--- src/hdl/mfd_pkg.sv ---
// constants for the multi-function contact decoder
// assumes a 200 MHz hclk and word-only AHB-Lite access
package mfd_pkg;
  // ==========================================
  // function codes
  localparam logic [7:0] FC_3WIRE = 8'h00;
  localparam logic [7:0] FC_LOCAL = 8'h01;
  localparam logic [7:0] FC_OPTION = 8'h02;
  localparam logic [7:0] FC_STEP1 = 8'h03;
  localparam logic [7:0] FC_STEP2 = 8'h04;
  localparam logic [7:0] FC_STEP3 = 8'h05;
  localparam logic [7:0] FC_JOGSEL = 8'h06;
  localparam logic [7:0] FC_ACC2 = 8'h07;
  localparam logic [7:0] FC_BB_NO = 8'h08;
  localparam logic [7:0] FC_BB_NC = 8'h09;
  localparam logic [7:0] FC_HOLD = 8'h0A;
  localparam logic [7:0] FC_OH = 8'h0B;
  localparam logic [7:0] FC_UP = 8'h10;
  localparam logic [7:0] FC_DOWN = 8'h11;
  localparam logic [7:0] FC_FORWARD_JOG_INPUT = 8'h12;
  localparam logic [7:0] FC_REVERSE_JOG_INPUT = 8'h13;
  localparam logic [7:0] FC_SRCH_MAX = 8'h61;
  localparam logic [7:0] FC_SRCH_SET = 8'h62;
  localparam logic [3:0] FC_EF_FIRST = 4'h2;
  localparam logic [3:0] FC_EF_LAST = 4'h5;
  localparam int EF_NC_BIT = 0;
  localparam int EF_RUN_BIT = 1;
  localparam int EF_RESP_LSB = 2;
  localparam logic [1:0] RESP_RAMP = 2'h0;
  localparam logic [1:0] RESP_COAST = 2'h1;
  localparam logic [1:0] RESP_ALT = 2'h2;
  localparam logic [1:0] RESP_MINOR = 2'h3;
  localparam logic [3:0] REF_JOG = 4'h8;
  // ==========================================
  // register map
  localparam logic [7:0] ADDR_FUNC = 8'h00;
  localparam logic [7:0] ADDR_CTRL = 8'h04;
  localparam logic [7:0] ADDR_STATUS = 8'h08;
  localparam logic [7:0] ADDR_FAULT = 8'h0C;
  localparam logic [7:0] ADDR_HOLD = 8'h10;
  localparam logic [31:0] FUNC_RST = 32'hFFFFFFFF;
  localparam logic CTRL_RST = 1'h0;
  localparam int HOLD_VALID_BIT = 16;
  // ==========================================
  // timing
  localparam int CLK_KHZ = 200000;
  localparam int JOG_BOTH_MS = 500;
  localparam int MINOR_SHOW_MS = 500;
  localparam int JOG_BOTH_CYC = CLK_KHZ * JOG_BOTH_MS;
  localparam int MINOR_SHOW_CYC = CLK_KHZ * MINOR_SHOW_MS;
  localparam int CNT_W = 27;
endpackage : mfd_pkg

--- src/hdl/mfd_decoder.sv ---
// multi-function contact input decoder with AHB-Lite registers
// assumes contacts are asynchronous pins; drive status inputs share hclk
// Function
// both speed-search codes assigned raises the setting error
// only one of UP and DOWN assigned raises the setting error
// UP, DOWN and ramp hold all assigned raises the setting error
// code 00 on terminal 5 selects three-wire run mode
// local/keypad source switch latched only while stopped
// option card source switch latched only while stopped
// jog select wins, else step inputs pick master, aux or stored references
// code 07 closed selects second accel/decel pair, even mid-ramp
// baseblock shuts output and indicates; release restarts at present reference
// baseblock during stop deceleration also forces output frequency to zero
// code 09 is baseblock on open contact
// ramp hold freezes frequency; stop cancels; held value kept until release
// overheat input blinks alarm, operation continues
// only UP accelerates, only DOWN decelerates, else hold
// UP/DOWN lower limit is the largest of three; held value retained
// UP/DOWN ignored when reference source is keypad
// forward and reverse jog run at jog reference with priority
// both jogs closed 500 ms stops the drive
// fault digit bit0 selects NC contact, bit1 running-only detection
// fault digit bits 3:2 select ramp, coast, alternate ramp or minor
// major fault shows terminal, stops, sets fault relay at once
// minor fault alarm shows while active and at least 0.5 s
// coast beats alternate ramp beats ordinary ramp among faults
// code FF and reserved codes produce no command
//
// Design decisions made here: the AHB-Lite register port and the placing of the registers.
module mfd_decoder
  import mfd_pkg::*;
#(
  parameter int FREQ_W = 16,
  parameter int JOG_CYC = JOG_BOTH_CYC,
  parameter int MINOR_CYC = MINOR_SHOW_CYC
)(
  input wire logic hclk, // bus clock
  input wire logic hresetn, // async reset
  input wire logic hsel, // slave select
  input wire logic [7:0] haddr, // byte address
  input wire logic [1:0] htrans, // transfer type
  input wire logic hwrite, // write
  input wire logic [2:0] hsize, // word only
  input wire logic [31:0] hwdata, // write data
  input wire logic hready, // bus ready
  output logic hreadyout, // always ready
  output logic [31:0] hrdata, // read data
  output logic hresp, // always okay
  input wire logic [3:0] contact_in, // terminals 5..8, high closed
  input wire logic run_cmd, // run command present
  input wire logic stop_cmd, // stop command present
  input wire logic drive_running, // output active
  input wire logic decel_stop, // decelerating after stop
  input wire logic [FREQ_W-1:0] out_freq, // present output frequency
  input wire logic [FREQ_W-1:0] min_output_frequency, // minimum output
  input wire logic [FREQ_W-1:0] reference_lower_limit, // lower limit
  input wire logic [FREQ_W-1:0] main_ref, // terminal reference
  output logic three_wire_q, // three-wire mode
  output logic keypad_src_q, // keypad source
  output logic option_src_q, // option card source
  output logic [3:0] ref_select_q, // 0 master 1 aux 2..7 stored 8 jog
  output logic accel_set2_q, // second ramp pair
  output logic baseblock_q, // output shut off
  output logic force_zero_q, // frequency to zero
  output logic restart_q, // restart pulse
  output logic ramp_hold_q, // freeze frequency
  output logic [FREQ_W-1:0] held_freq_q, // held frequency
  output logic overheat_q, // overheat indication
  output logic up_q, // accelerate
  output logic down_q, // decelerate
  output logic [FREQ_W-1:0] lower_limit_q, // updown lower limit
  output logic jog_fwd_q, // forward jog
  output logic jog_rev_q, // reverse jog
  output logic jog_stop_q, // both jogs stop
  output logic fault_relay_q, // major fault relay
  output logic [1:0] stop_mode_q, // fault stop response
  output logic [3:0] fault_term_q, // fault terminal number
  output logic [3:0] minor_alarm_q, // per terminal alarm
  output logic setting_error_q // code conflict
);
  // ==========================================
  // contact synchroniser
  logic [3:0] cmeta_q, csync_q;
  always_ff @(posedge hclk or negedge hresetn)
  begin
    if (!hresetn)
    begin
      cmeta_q <= 4'h0;
      csync_q <= 4'h0;
    end
    else
    begin
      cmeta_q <= contact_in;
      csync_q <= cmeta_q;
    end
  end
  // ==========================================
  // bus registers
  logic [31:0] func_q;
  logic ref_keypad_q;
  logic [3:0] fault_q;
  logic hold_valid_q;
  logic wr_q;
  logic [7:0] wa_q;
  logic addr_ph;
  logic [31:0] rd_d;
  assign addr_ph = hsel & htrans[1] & hready;
  always_ff @(posedge hclk or negedge hresetn)
  begin
    if (!hresetn)
    begin
      wr_q <= 1'b0;
      wa_q <= 8'h00;
      hreadyout <= 1'b1;
      hresp <= 1'b0;
    end
    else
    begin
      wr_q <= addr_ph & hwrite;
      wa_q <= haddr;
      hreadyout <= 1'b1;
      hresp <= 1'b0;
    end
  end
  always_ff @(posedge hclk or negedge hresetn)
  begin
    if (!hresetn)
    begin
      func_q <= FUNC_RST;
      ref_keypad_q <= CTRL_RST;
    end
    else if (wr_q)
    begin
      if (wa_q == ADDR_FUNC)
        func_q <= hwdata;
      if (wa_q == ADDR_CTRL)
        ref_keypad_q <= hwdata[0];
    end
  end
  always_comb
  begin
    rd_d = 32'h00000000;
    unique case (haddr)
      ADDR_FUNC: rd_d = func_q;
      ADDR_CTRL: rd_d = {31'h0, ref_keypad_q};
      ADDR_STATUS: rd_d = {20'h0, csync_q, jog_stop_q, overheat_q, ramp_hold_q, baseblock_q,
                           minor_alarm_q[3:1] != 3'h0 || minor_alarm_q[0], option_src_q, keypad_src_q,
                           setting_error_q};
      ADDR_FAULT: rd_d = {28'h0, fault_q};
      ADDR_HOLD: rd_d = {15'h0, hold_valid_q, 16'(held_freq_q)};
      default: rd_d = 32'h00000000;
    endcase
  end
  always_ff @(posedge hclk or negedge hresetn)
  begin
    if (!hresetn)
      hrdata <= 32'h00000000;
    else if (addr_ph & ~hwrite)
      hrdata <= rd_d;
  end
  // ==========================================
  // per-terminal decode
  logic [3:0] a_local, a_opt, a_s1, a_s2, a_s3, a_jog, a_acc, a_bbno, a_bbnc;
  logic [3:0] a_hold, a_oh, a_up, a_dn, a_fj, a_rj, a_m61, a_m62;
  logic [3:0] ef_det, ef_major, ef_coast, ef_alt, ef_minor;
  for (genvar t = 0; t < 4; t++)
  begin : g_term
    logic [7:0] fc;
    logic is_ef;
    assign fc = func_q[8*t +: 8];
    assign a_local[t] = fc == FC_LOCAL;
    assign a_opt[t] = fc == FC_OPTION;
    assign a_s1[t] = fc == FC_STEP1;
    assign a_s2[t] = fc == FC_STEP2;
    assign a_s3[t] = fc == FC_STEP3;
    assign a_jog[t] = fc == FC_JOGSEL;
    assign a_acc[t] = fc == FC_ACC2;
    assign a_bbno[t] = fc == FC_BB_NO;
    assign a_bbnc[t] = fc == FC_BB_NC;
    assign a_hold[t] = fc == FC_HOLD;
    assign a_oh[t] = fc == FC_OH;
    assign a_up[t] = fc == FC_UP;
    assign a_dn[t] = fc == FC_DOWN;
    assign a_fj[t] = fc == FC_FORWARD_JOG_INPUT;
    assign a_rj[t] = fc == FC_REVERSE_JOG_INPUT;
    assign a_m61[t] = fc == FC_SRCH_MAX;
    assign a_m62[t] = fc == FC_SRCH_SET;
    assign is_ef = fc[7:4] >= FC_EF_FIRST && fc[7:4] <= FC_EF_LAST;
    assign ef_det[t] = is_ef && (csync_q[t] ^ fc[EF_NC_BIT]) && (!fc[EF_RUN_BIT] || drive_running);
    assign ef_major[t] = ef_det[t] && fc[EF_RESP_LSB +: 2] != RESP_MINOR;
    assign ef_coast[t] = is_ef && fc[EF_RESP_LSB +: 2] == RESP_COAST;
    assign ef_alt[t] = is_ef && fc[EF_RESP_LSB +: 2] == RESP_ALT;
    assign ef_minor[t] = ef_det[t] && fc[EF_RESP_LSB +: 2] == RESP_MINOR;
    logic [CNT_W-1:0] show_q;
    logic alarm_q;
    assign minor_alarm_q[t] = alarm_q;
    // minor alarm stretched to the minimum display time
    always_ff @(posedge hclk or negedge hresetn)
    begin
      if (!hresetn)
      begin
        show_q <= '0;
        alarm_q <= 1'b0;
      end
      else
      begin
        if (ef_minor[t])
          show_q <= CNT_W'(MINOR_CYC - 1);
        else if (show_q != '0)
          show_q <= show_q - 1'b1;
        alarm_q <= ef_minor[t] || show_q != '0;
      end
    end
  end
  logic [3:0] cl;
  assign cl = csync_q;
  // ==========================================
  // setting check and sources
  logic err_d, have_ud;
  assign have_ud = |a_up && |a_dn;
  assign err_d = (|a_m61 && |a_m62)
               || (|a_up != |a_dn)
               || (have_ud && |a_hold);
  always_ff @(posedge hclk or negedge hresetn)
  begin
    if (!hresetn)
    begin
      setting_error_q <= 1'b0;
      three_wire_q <= 1'b0;
      keypad_src_q <= 1'b0;
      option_src_q <= 1'b0;
    end
    else
    begin
      setting_error_q <= err_d;
      three_wire_q <= func_q[7:0] == FC_3WIRE;
      if (!drive_running)
      begin
        keypad_src_q <= |(a_local & cl);
        option_src_q <= |a_opt && !(|(a_opt & cl));
      end
    end
  end
  // ==========================================
  // reference, ramp and baseblock
  logic bb_on, bb_prev_q;
  assign bb_on = |(a_bbno & cl) || |(a_bbnc & ~cl);
  always_ff @(posedge hclk or negedge hresetn)
  begin
    if (!hresetn)
    begin
      ref_select_q <= 4'h0;
      accel_set2_q <= 1'b0;
      overheat_q <= 1'b0;
    end
    else
    begin
      if (|(a_jog & cl))
        ref_select_q <= REF_JOG;
      else
        ref_select_q <= {1'b0, |(a_s3 & cl), |(a_s2 & cl), |(a_s1 & cl)};
      accel_set2_q <= |(a_acc & cl);
      overheat_q <= |(a_oh & cl);
    end
  end
  always_ff @(posedge hclk or negedge hresetn)
  begin
    if (!hresetn)
    begin
      baseblock_q <= 1'b0;
      force_zero_q <= 1'b0;
      restart_q <= 1'b0;
      bb_prev_q <= 1'b0;
    end
    else
    begin
      bb_prev_q <= bb_on;
      baseblock_q <= bb_on;
      if (bb_on && decel_stop)
        force_zero_q <= 1'b1;
      else if (!bb_on)
        force_zero_q <= 1'b0;
      restart_q <= bb_prev_q && !bb_on && run_cmd && !stop_cmd;
    end
  end
  // ==========================================
  // ramp hold and held frequency
  logic hold_on;
  assign hold_on = |(a_hold & cl);
  always_ff @(posedge hclk or negedge hresetn)
  begin
    if (!hresetn)
    begin
      ramp_hold_q <= 1'b0;
      hold_valid_q <= 1'b0;
      held_freq_q <= '0;
    end
    else
    begin
      ramp_hold_q <= hold_on && run_cmd && !stop_cmd;
      if (!hold_on && !up_q && !down_q && !(have_ud && run_cmd))
        hold_valid_q <= 1'b0;
      else if (hold_on && !hold_valid_q && run_cmd)
      begin
        hold_valid_q <= 1'b1;
        held_freq_q <= out_freq;
      end
      else if (have_ud && run_cmd && !up_q && !down_q)
      begin
        hold_valid_q <= 1'b1;
        held_freq_q <= out_freq;
      end
      else if (wr_q && wa_q == ADDR_HOLD)
      begin
        hold_valid_q <= hwdata[HOLD_VALID_BIT];
        held_freq_q <= FREQ_W'(hwdata[15:0]);
      end
    end
  end
  // ==========================================
  // up/down and jog
  logic fj_on, rj_on;
  logic [CNT_W-1:0] jog_cnt_q;
  logic [FREQ_W-1:0] lim_a;
  assign fj_on = |(a_fj & cl);
  assign rj_on = |(a_rj & cl);
  assign lim_a = min_output_frequency > reference_lower_limit ? min_output_frequency : reference_lower_limit;
  always_ff @(posedge hclk or negedge hresetn)
  begin
    if (!hresetn)
    begin
      up_q <= 1'b0;
      down_q <= 1'b0;
      lower_limit_q <= '0;
    end
    else
    begin
      up_q <= have_ud && !ref_keypad_q && run_cmd && !fj_on && !rj_on && |(a_up & cl) && !(|(a_dn & cl));
      down_q <= have_ud && !ref_keypad_q && run_cmd && !fj_on && !rj_on && |(a_dn & cl) && !(|(a_up & cl));
      lower_limit_q <= lim_a > main_ref ? lim_a : main_ref;
    end
  end
  always_ff @(posedge hclk or negedge hresetn)
  begin
    if (!hresetn)
    begin
      jog_cnt_q <= '0;
      jog_stop_q <= 1'b0;
      jog_fwd_q <= 1'b0;
      jog_rev_q <= 1'b0;
    end
    else
    begin
      if (!(fj_on && rj_on))
        jog_cnt_q <= '0;
      else if (jog_cnt_q != CNT_W'(JOG_CYC - 1))
        jog_cnt_q <= jog_cnt_q + 1'b1;
      jog_stop_q <= fj_on && rj_on && jog_cnt_q == CNT_W'(JOG_CYC - 1);
      jog_fwd_q <= fj_on && !rj_on;
      jog_rev_q <= rj_on && !fj_on;
    end
  end
  // ==========================================
  // external fault latch and response
  logic [3:0] clr;
  assign clr = (wr_q && wa_q == ADDR_FAULT) ? hwdata[3:0] : 4'h0;
  always_ff @(posedge hclk or negedge hresetn)
  begin
    if (!hresetn)
    begin
      fault_q <= 4'h0;
      fault_relay_q <= 1'b0;
      stop_mode_q <= RESP_RAMP;
      fault_term_q <= 4'h0;
    end
    else
    begin
      fault_q <= (fault_q & ~clr) | ef_major;
      fault_relay_q <= |((fault_q & ~clr) | ef_major);
      if (|((fault_q | ef_major) & ef_coast))
        stop_mode_q <= RESP_COAST;
      else if (|((fault_q | ef_major) & ef_alt))
        stop_mode_q <= RESP_ALT;
      else
        stop_mode_q <= RESP_RAMP;
      if (ef_major[0] || fault_q[0])
        fault_term_q <= 4'h5;
      else if (ef_major[1] || fault_q[1])
        fault_term_q <= 4'h6;
      else if (ef_major[2] || fault_q[2])
        fault_term_q <= 4'h7;
      else if (ef_major[3] || fault_q[3])
        fault_term_q <= 4'h8;
      else
        fault_term_q <= 4'h0;
    end
  end
endmodule : mfd_decoder

--- config.mk ---
export PLATFORM = sky130hd
export DESIGN_NAME = mfd_decoder
export DESIGN_NICKNAME = d
export VERILOG_FILES = /design/src/hdl/mfd_pkg.sv /design/src/hdl/mfd_decoder.sv
export SDC_FILE = /design/constraint.sdc
export NUM_CORES = 1
export LEC_CHECK = 0
export BUFFER_PORTS_ARGS = -buffer_cell sky130_fd_sc_hd__buf_2
export CAP_MARGIN = 5
export CELL_PAD_IN_SITES_DETAIL_PLACEMENT = 0
export CELL_PAD_IN_SITES_GLOBAL_PLACEMENT = 2
export CORE_MARGIN = 2
export CORE_UTILIZATION = 40
export CTS_CLUSTER_SIZE = 28
export DETAILED_ROUTE_END_ITERATION = 8
export GPL_ROUTABILITY_DRIVEN = 0
export PLACE_DENSITY_LB_ADDON = 0.1
export SYNTH_ARGS = -nofsm -noshare
export SYNTH_HDL_FRONTEND = slang
export SYNTH_SLANG_ARGS = --single-unit
--- constraint.sdc ---
create_clock -name hclk -period 7.4 [get_ports hclk]
set_clock_uncertainty 0.05 [all_clocks]
set_input_delay 0.74 -clock hclk [delete_from_list [all_inputs] [get_ports hclk]]
set_output_delay 0.74 -clock hclk [all_outputs]
set_load 0.02 [all_outputs]
==> After elaboration in Yosys (flattened, before gate mapping) <==
Cells that the tools add are included.
{ "word_totals": {"ff_bits": 284, "input_bits": 122, "out_inout_bits": 96, "word_cells": 346} }
{ "op_classes": {"addsub": 5, "n_lt_le_gt_ge": 10, "eq_ne": 96, "n_mux": 30, "n_bitwise": 32, "reduce_logical": 134} }
{ "op_table": {"columns": ["op", "count"], "rows": [
  ["$mux 27", 10],
  ["$pmux 32 s5", 1],
  ["$eq 8x4->1 const B", 19],
  ["$eq 8x3->1 const B", 18],
  ["$eq 8x5->1 const B", 18],
  ["$reduce_bool 27->1", 4],
  ["$sub 27x1->27 const B", 4],
  ["$reduce_or 4->1", 24],
  ["$mux 16", 5],
  ["$and 4x4->4", 18],
  ["$eq 8x2->1 const B", 8],
  ["$eq 8x7->1 const B", 8],
  ["$logic_and 1x1->1", 60],
  ["$eq 8x1->1 const B", 4],
  ["$gt 16x16->1", 2],
  ["$add 27x1->27 const B", 1],
  ["$eq 27x27->1 const B", 1],
  ["$ne 27x27->1 const B", 1],
  ["$logic_not 8->1", 3],
  ["$mux 4", 6],
  ["$logic_not 1->1", 17],
  ["$eq 2x2->1 const B", 8],
  ["$ge 4x2->1 const B", 4],
  ["$le 4x3->1 const B", 4],
  ["16 further kinds", 59]
]} }

==> Logic depth before layout (Yosys ltp) <==
{ "depth": {"word_depth": 10, "mapped_depth": 17, "depth_no_buf": 14} }

==> Least setup slack after synthesis <==
No wires, ideal clock.
{ "synth_path": {"kind": "in2reg", "start": "input reference_lower_limit[15]", "end": "register lower_limit_q[10]", "setup_time_ns": 0.125, "t_arrival_ns": 4.521, "t_required_ns": 7.225, "path_slack_ns": 2.704, "cell_stages": 15, "path_buffers": 3, "cell_sequence": "inv_1 -> ha_1 -> nand4_1 -> a2111o_1 -> a31oi_2 -> buf_2 -> mux2_2 -> ha_1 -> and3_1 -> a221o_1 -> a221o_1 -> o22a_1 -> clkbuf_1 -> buf_2 -> mux2_2"} }
{ "synth_between": {"elab_chain_len": 4} }
{ "synth_rtl": {"columns": ["element", "line_no", "rtl"], "rows": [
  ["start: declaration", "mfd_decoder.sv:56", "input wire logic [FREQ_W-1:0] reference_lower_limit,"],
  ["$gt 16x16->1", "mfd_decoder.sv:327", "assign lim_a = min_output_frequency > reference_lower_limit ? min_output_frequency : reference_lower_limit;"],
  ["$mux 16 (*)", "mfd_decoder.sv:327", null],
  ["$gt 16x16->1", "mfd_decoder.sv:340", "lower_limit_q <= lim_a > main_ref ? lim_a : main_ref;"],
  ["$mux 16 (*)", "mfd_decoder.sv:340", null],
  ["end signal: assignment", "mfd_decoder.sv:340", null],
  ["end: declaration", "mfd_decoder.sv:71", "output logic [FREQ_W-1:0] lower_limit_q,"]
]} }
Mark *: on every way between the ends. The rest lies on a longest branch, timed or not.
A chain may end at the register's enable or synchronous reset.

==> Final worst setup path <==
{ "layout_path": {"start": "input reference_lower_limit[15]", "end": "register lower_limit_q[11]"} }
The elaborated chain is that of the path after synthesis.

==> results.txt <==
RSZ-0062 raised after global routing: false
vias: 12200
Synth-to-Final Area Change: 17.8%
Total Neg Setup Slack: 0 ps
Die H: 200 um
post-synthesis sequential area ratio: 46.7%
Sink Count: 284
Peak supply drop: 0.166 mV
Crit Path Category: input pin to flip-flop
status: complete, no violations
top-count cell post-synth: dfrtp_1
final hold vios: 0
worst slew pin tran: 1170 ps
Synth area leader: dfrtp_1
Post-synth EDFFs: 0
die width: 200 um
Post-synth top cells: dfrtp_1, nand2_1, nor2_1, mux2_2, nand3_1
drt drc: 0
#FFs+latches synth: 284
M2 GR Usage: 33.4%
Max Cap Viol: 0
syn avg cell area: 10.0 um^2
final non-filler cell total: 2256
cts hold-fix bufs: 0
iteration count of the initial detailed-routing pass: 5
share of the synthesized area in the top cell type: 41.2%
Tmin final: 4850 ps
vias in the first global route: 11900
FMAX: 206 MHz
Initial Util: 40.6%
Syn Inst Count: 1522
Core Box Area: 37700 um^2
grt peak-use layer: met2
final net count: 1873
Inserted Clock Buffers: 36
final cycle utilization of the critical path: 65.5%
GR Layer Usage met1: 29.2%
Slowest cell on crit path: a31oi_2
slowest stage delay, CP: 840 ps
largest net degree at the start of global routing: 166
RR Startpoint: func_q[28]
Placed Cells: 2186
share of layout cells above drive strength 1: 25.7%
Setup crit start: reference_lower_limit[15]
CTS tree: built
Global Route Usage Sum: 21.1%
H-tree Lvls: 2
Resize count post-CTS: 0
IO Port Bufs: 211
Pins Over Slew Limit: 0
met3 global-route usage: 3.56%
ys async rst share: 100%
setup bufs post-CTS: 0
Mapped Area: 15300 um^2
Pwr Density: 206 nW/um^2
Vias/cell: 5.39
Worst EP required: 7750 ps
worst-path fanout max: 16
wire length per cell: 18.4 um
Worst Setup Start Kind: input pin
# setup viols final: 0
final-layout fill cell count: 3635
clock latency on the worst-skew pair: 540 ps
Hold Crit Class: input pin to async pin
root buf cell: clkbuf_16
Synthesized Nets: 1682
Ys Warns: 0
clk slew on worst S/H paths: 50 ps
max_slew headroom: 20.7%
Final ANT Viol Nets: 0
Leak Pwr: 7.79 nW
first-pass GRT wire length: 65900 um
Clock Path Buffers: 3
CP Capture Type: flip-flop
drt total wl: 41500 um
largest cells by area after synthesis: dfrtp_1, mux2_2, dfstp_2
worst path cell trace: buf_2, inv_1, ha_1, nand4_1, a2111o_1, a31oi_2, mux2_2, ha_1, and3_1, a221o_1, a221o_1, o22a_1, mux2_2
ys flop type: dfrtp_1
DRT iter0 DRCs: 656
total grt overflow: 0
Yosys cell types: 89
Detailed Place HPWL: 29700 um
standard-cell rows: 71
I/O pin total: 218
Die Footprint: 39800 um^2
initial antenna violation count: 5
Arr. time, crit path: 5200 ps
[layout by cell type (no fill, tap or decap), types with 32 or more instances in the layout]
cell type | synthesis | layout
clkbuf_16 | 0 | 37
o21ai_0 | 44 | 44
nand3_1 | 70 | 70
nor3_1 | 46 | 45
inv_1 | 52 | 52
nand2_1 | 163 | 163
dfstp_2 | 32 | 32
mux2_2 | 92 | 92
nor2_1 | 122 | 122
dfrtp_1 | 252 | 252
ha_1 | 38 | 38
xor2_1 | 37 | 37
a21oi_1 | 35 | 35
xnor2_1 | 59 | 59
buf_2 | 8 | 210
[final timing paths]
path	slack [ps]	to	cells past startpoint
worst min register to register	300	cl[0]	0
worst max register to register	3880	held_freq_q[7]	10
worst max-delay path	2550	lower_limit_q[11]	13
worst min-delay path	90	wa_q[1]	1
min in group hclk	270	cmeta_q[3]	1
max in group asynchronous	5910	g_term[0].show_q[12]	2
[kinds of logic after synthesis]
kind of cell / share of synthesized area, %
buf+inv: 3.56
compound gates: 10.8
flops: 46.7
xor+xnor: 5.50
fa+ha+maj: 3.11
mux: 7.73
other cells: 0.0491
simple gates: 22.5
[cell type report]
cell class              instances  area [um^2]  share of cell area (%)
diodes                          4         10.0                  0.0556
clock buffers                  52         1050                    5.84
clock inverters                14          141                   0.785
inverters                      52          195                    1.08
multi-input cells            1113         7630                    42.4
flip-flops and latches        284         7150                    39.7
well taps                     511          639                    3.55
repair buffers                226         1190                    6.62
[stage by stage]
step           power, mW  cell area (um^2)  util, %  setup slack, ps  hold slack (ps)
2_1_floorplan       1.82             15300        -             2700              281
3_3_place_gp        1.98             16800     44.6             2010              285
3_5_place_dp        1.98             16800     44.6             1950              286
4_1_cts             3.77             18000     47.8             2500             97.9
5_1_grt             3.86             18000     47.8             2260              115
6_report            3.71             18000     47.8             2550             86.2
[per-layer routing]
metal  wire, um  share of wire [%]
met1      19200                 46
met2      19100                 46
met3       1900                4.6
met4       1340                3.2
met5         12              0.029
[report_power, final]
part           internal (mW)  switching (mW)
Combinational          0.127           0.191
Clock                   1.06           0.690
Sequential              1.60          0.0337
[worst max-delay path, delay by kind of cell]
family	cells	cell delay, ps
compound gates	5	2520
fa+ha+maj	2	590
buf+inv	2	130
mux	2	840
simple gates	2	390
[state kept, by name (all words and copies together), names as in the netlist, 8 cells and up]
| register | flops |
|---|---|
| g_term.show_q | 108 |
| func_q | 32 |
| hrdata | 32 |
| jog_cnt_q | 27 |
| held_freq_q | 16 |
| lower_limit_q | 16 |
| wa_q | 8 |
Power figures use the tool's default switching activity.
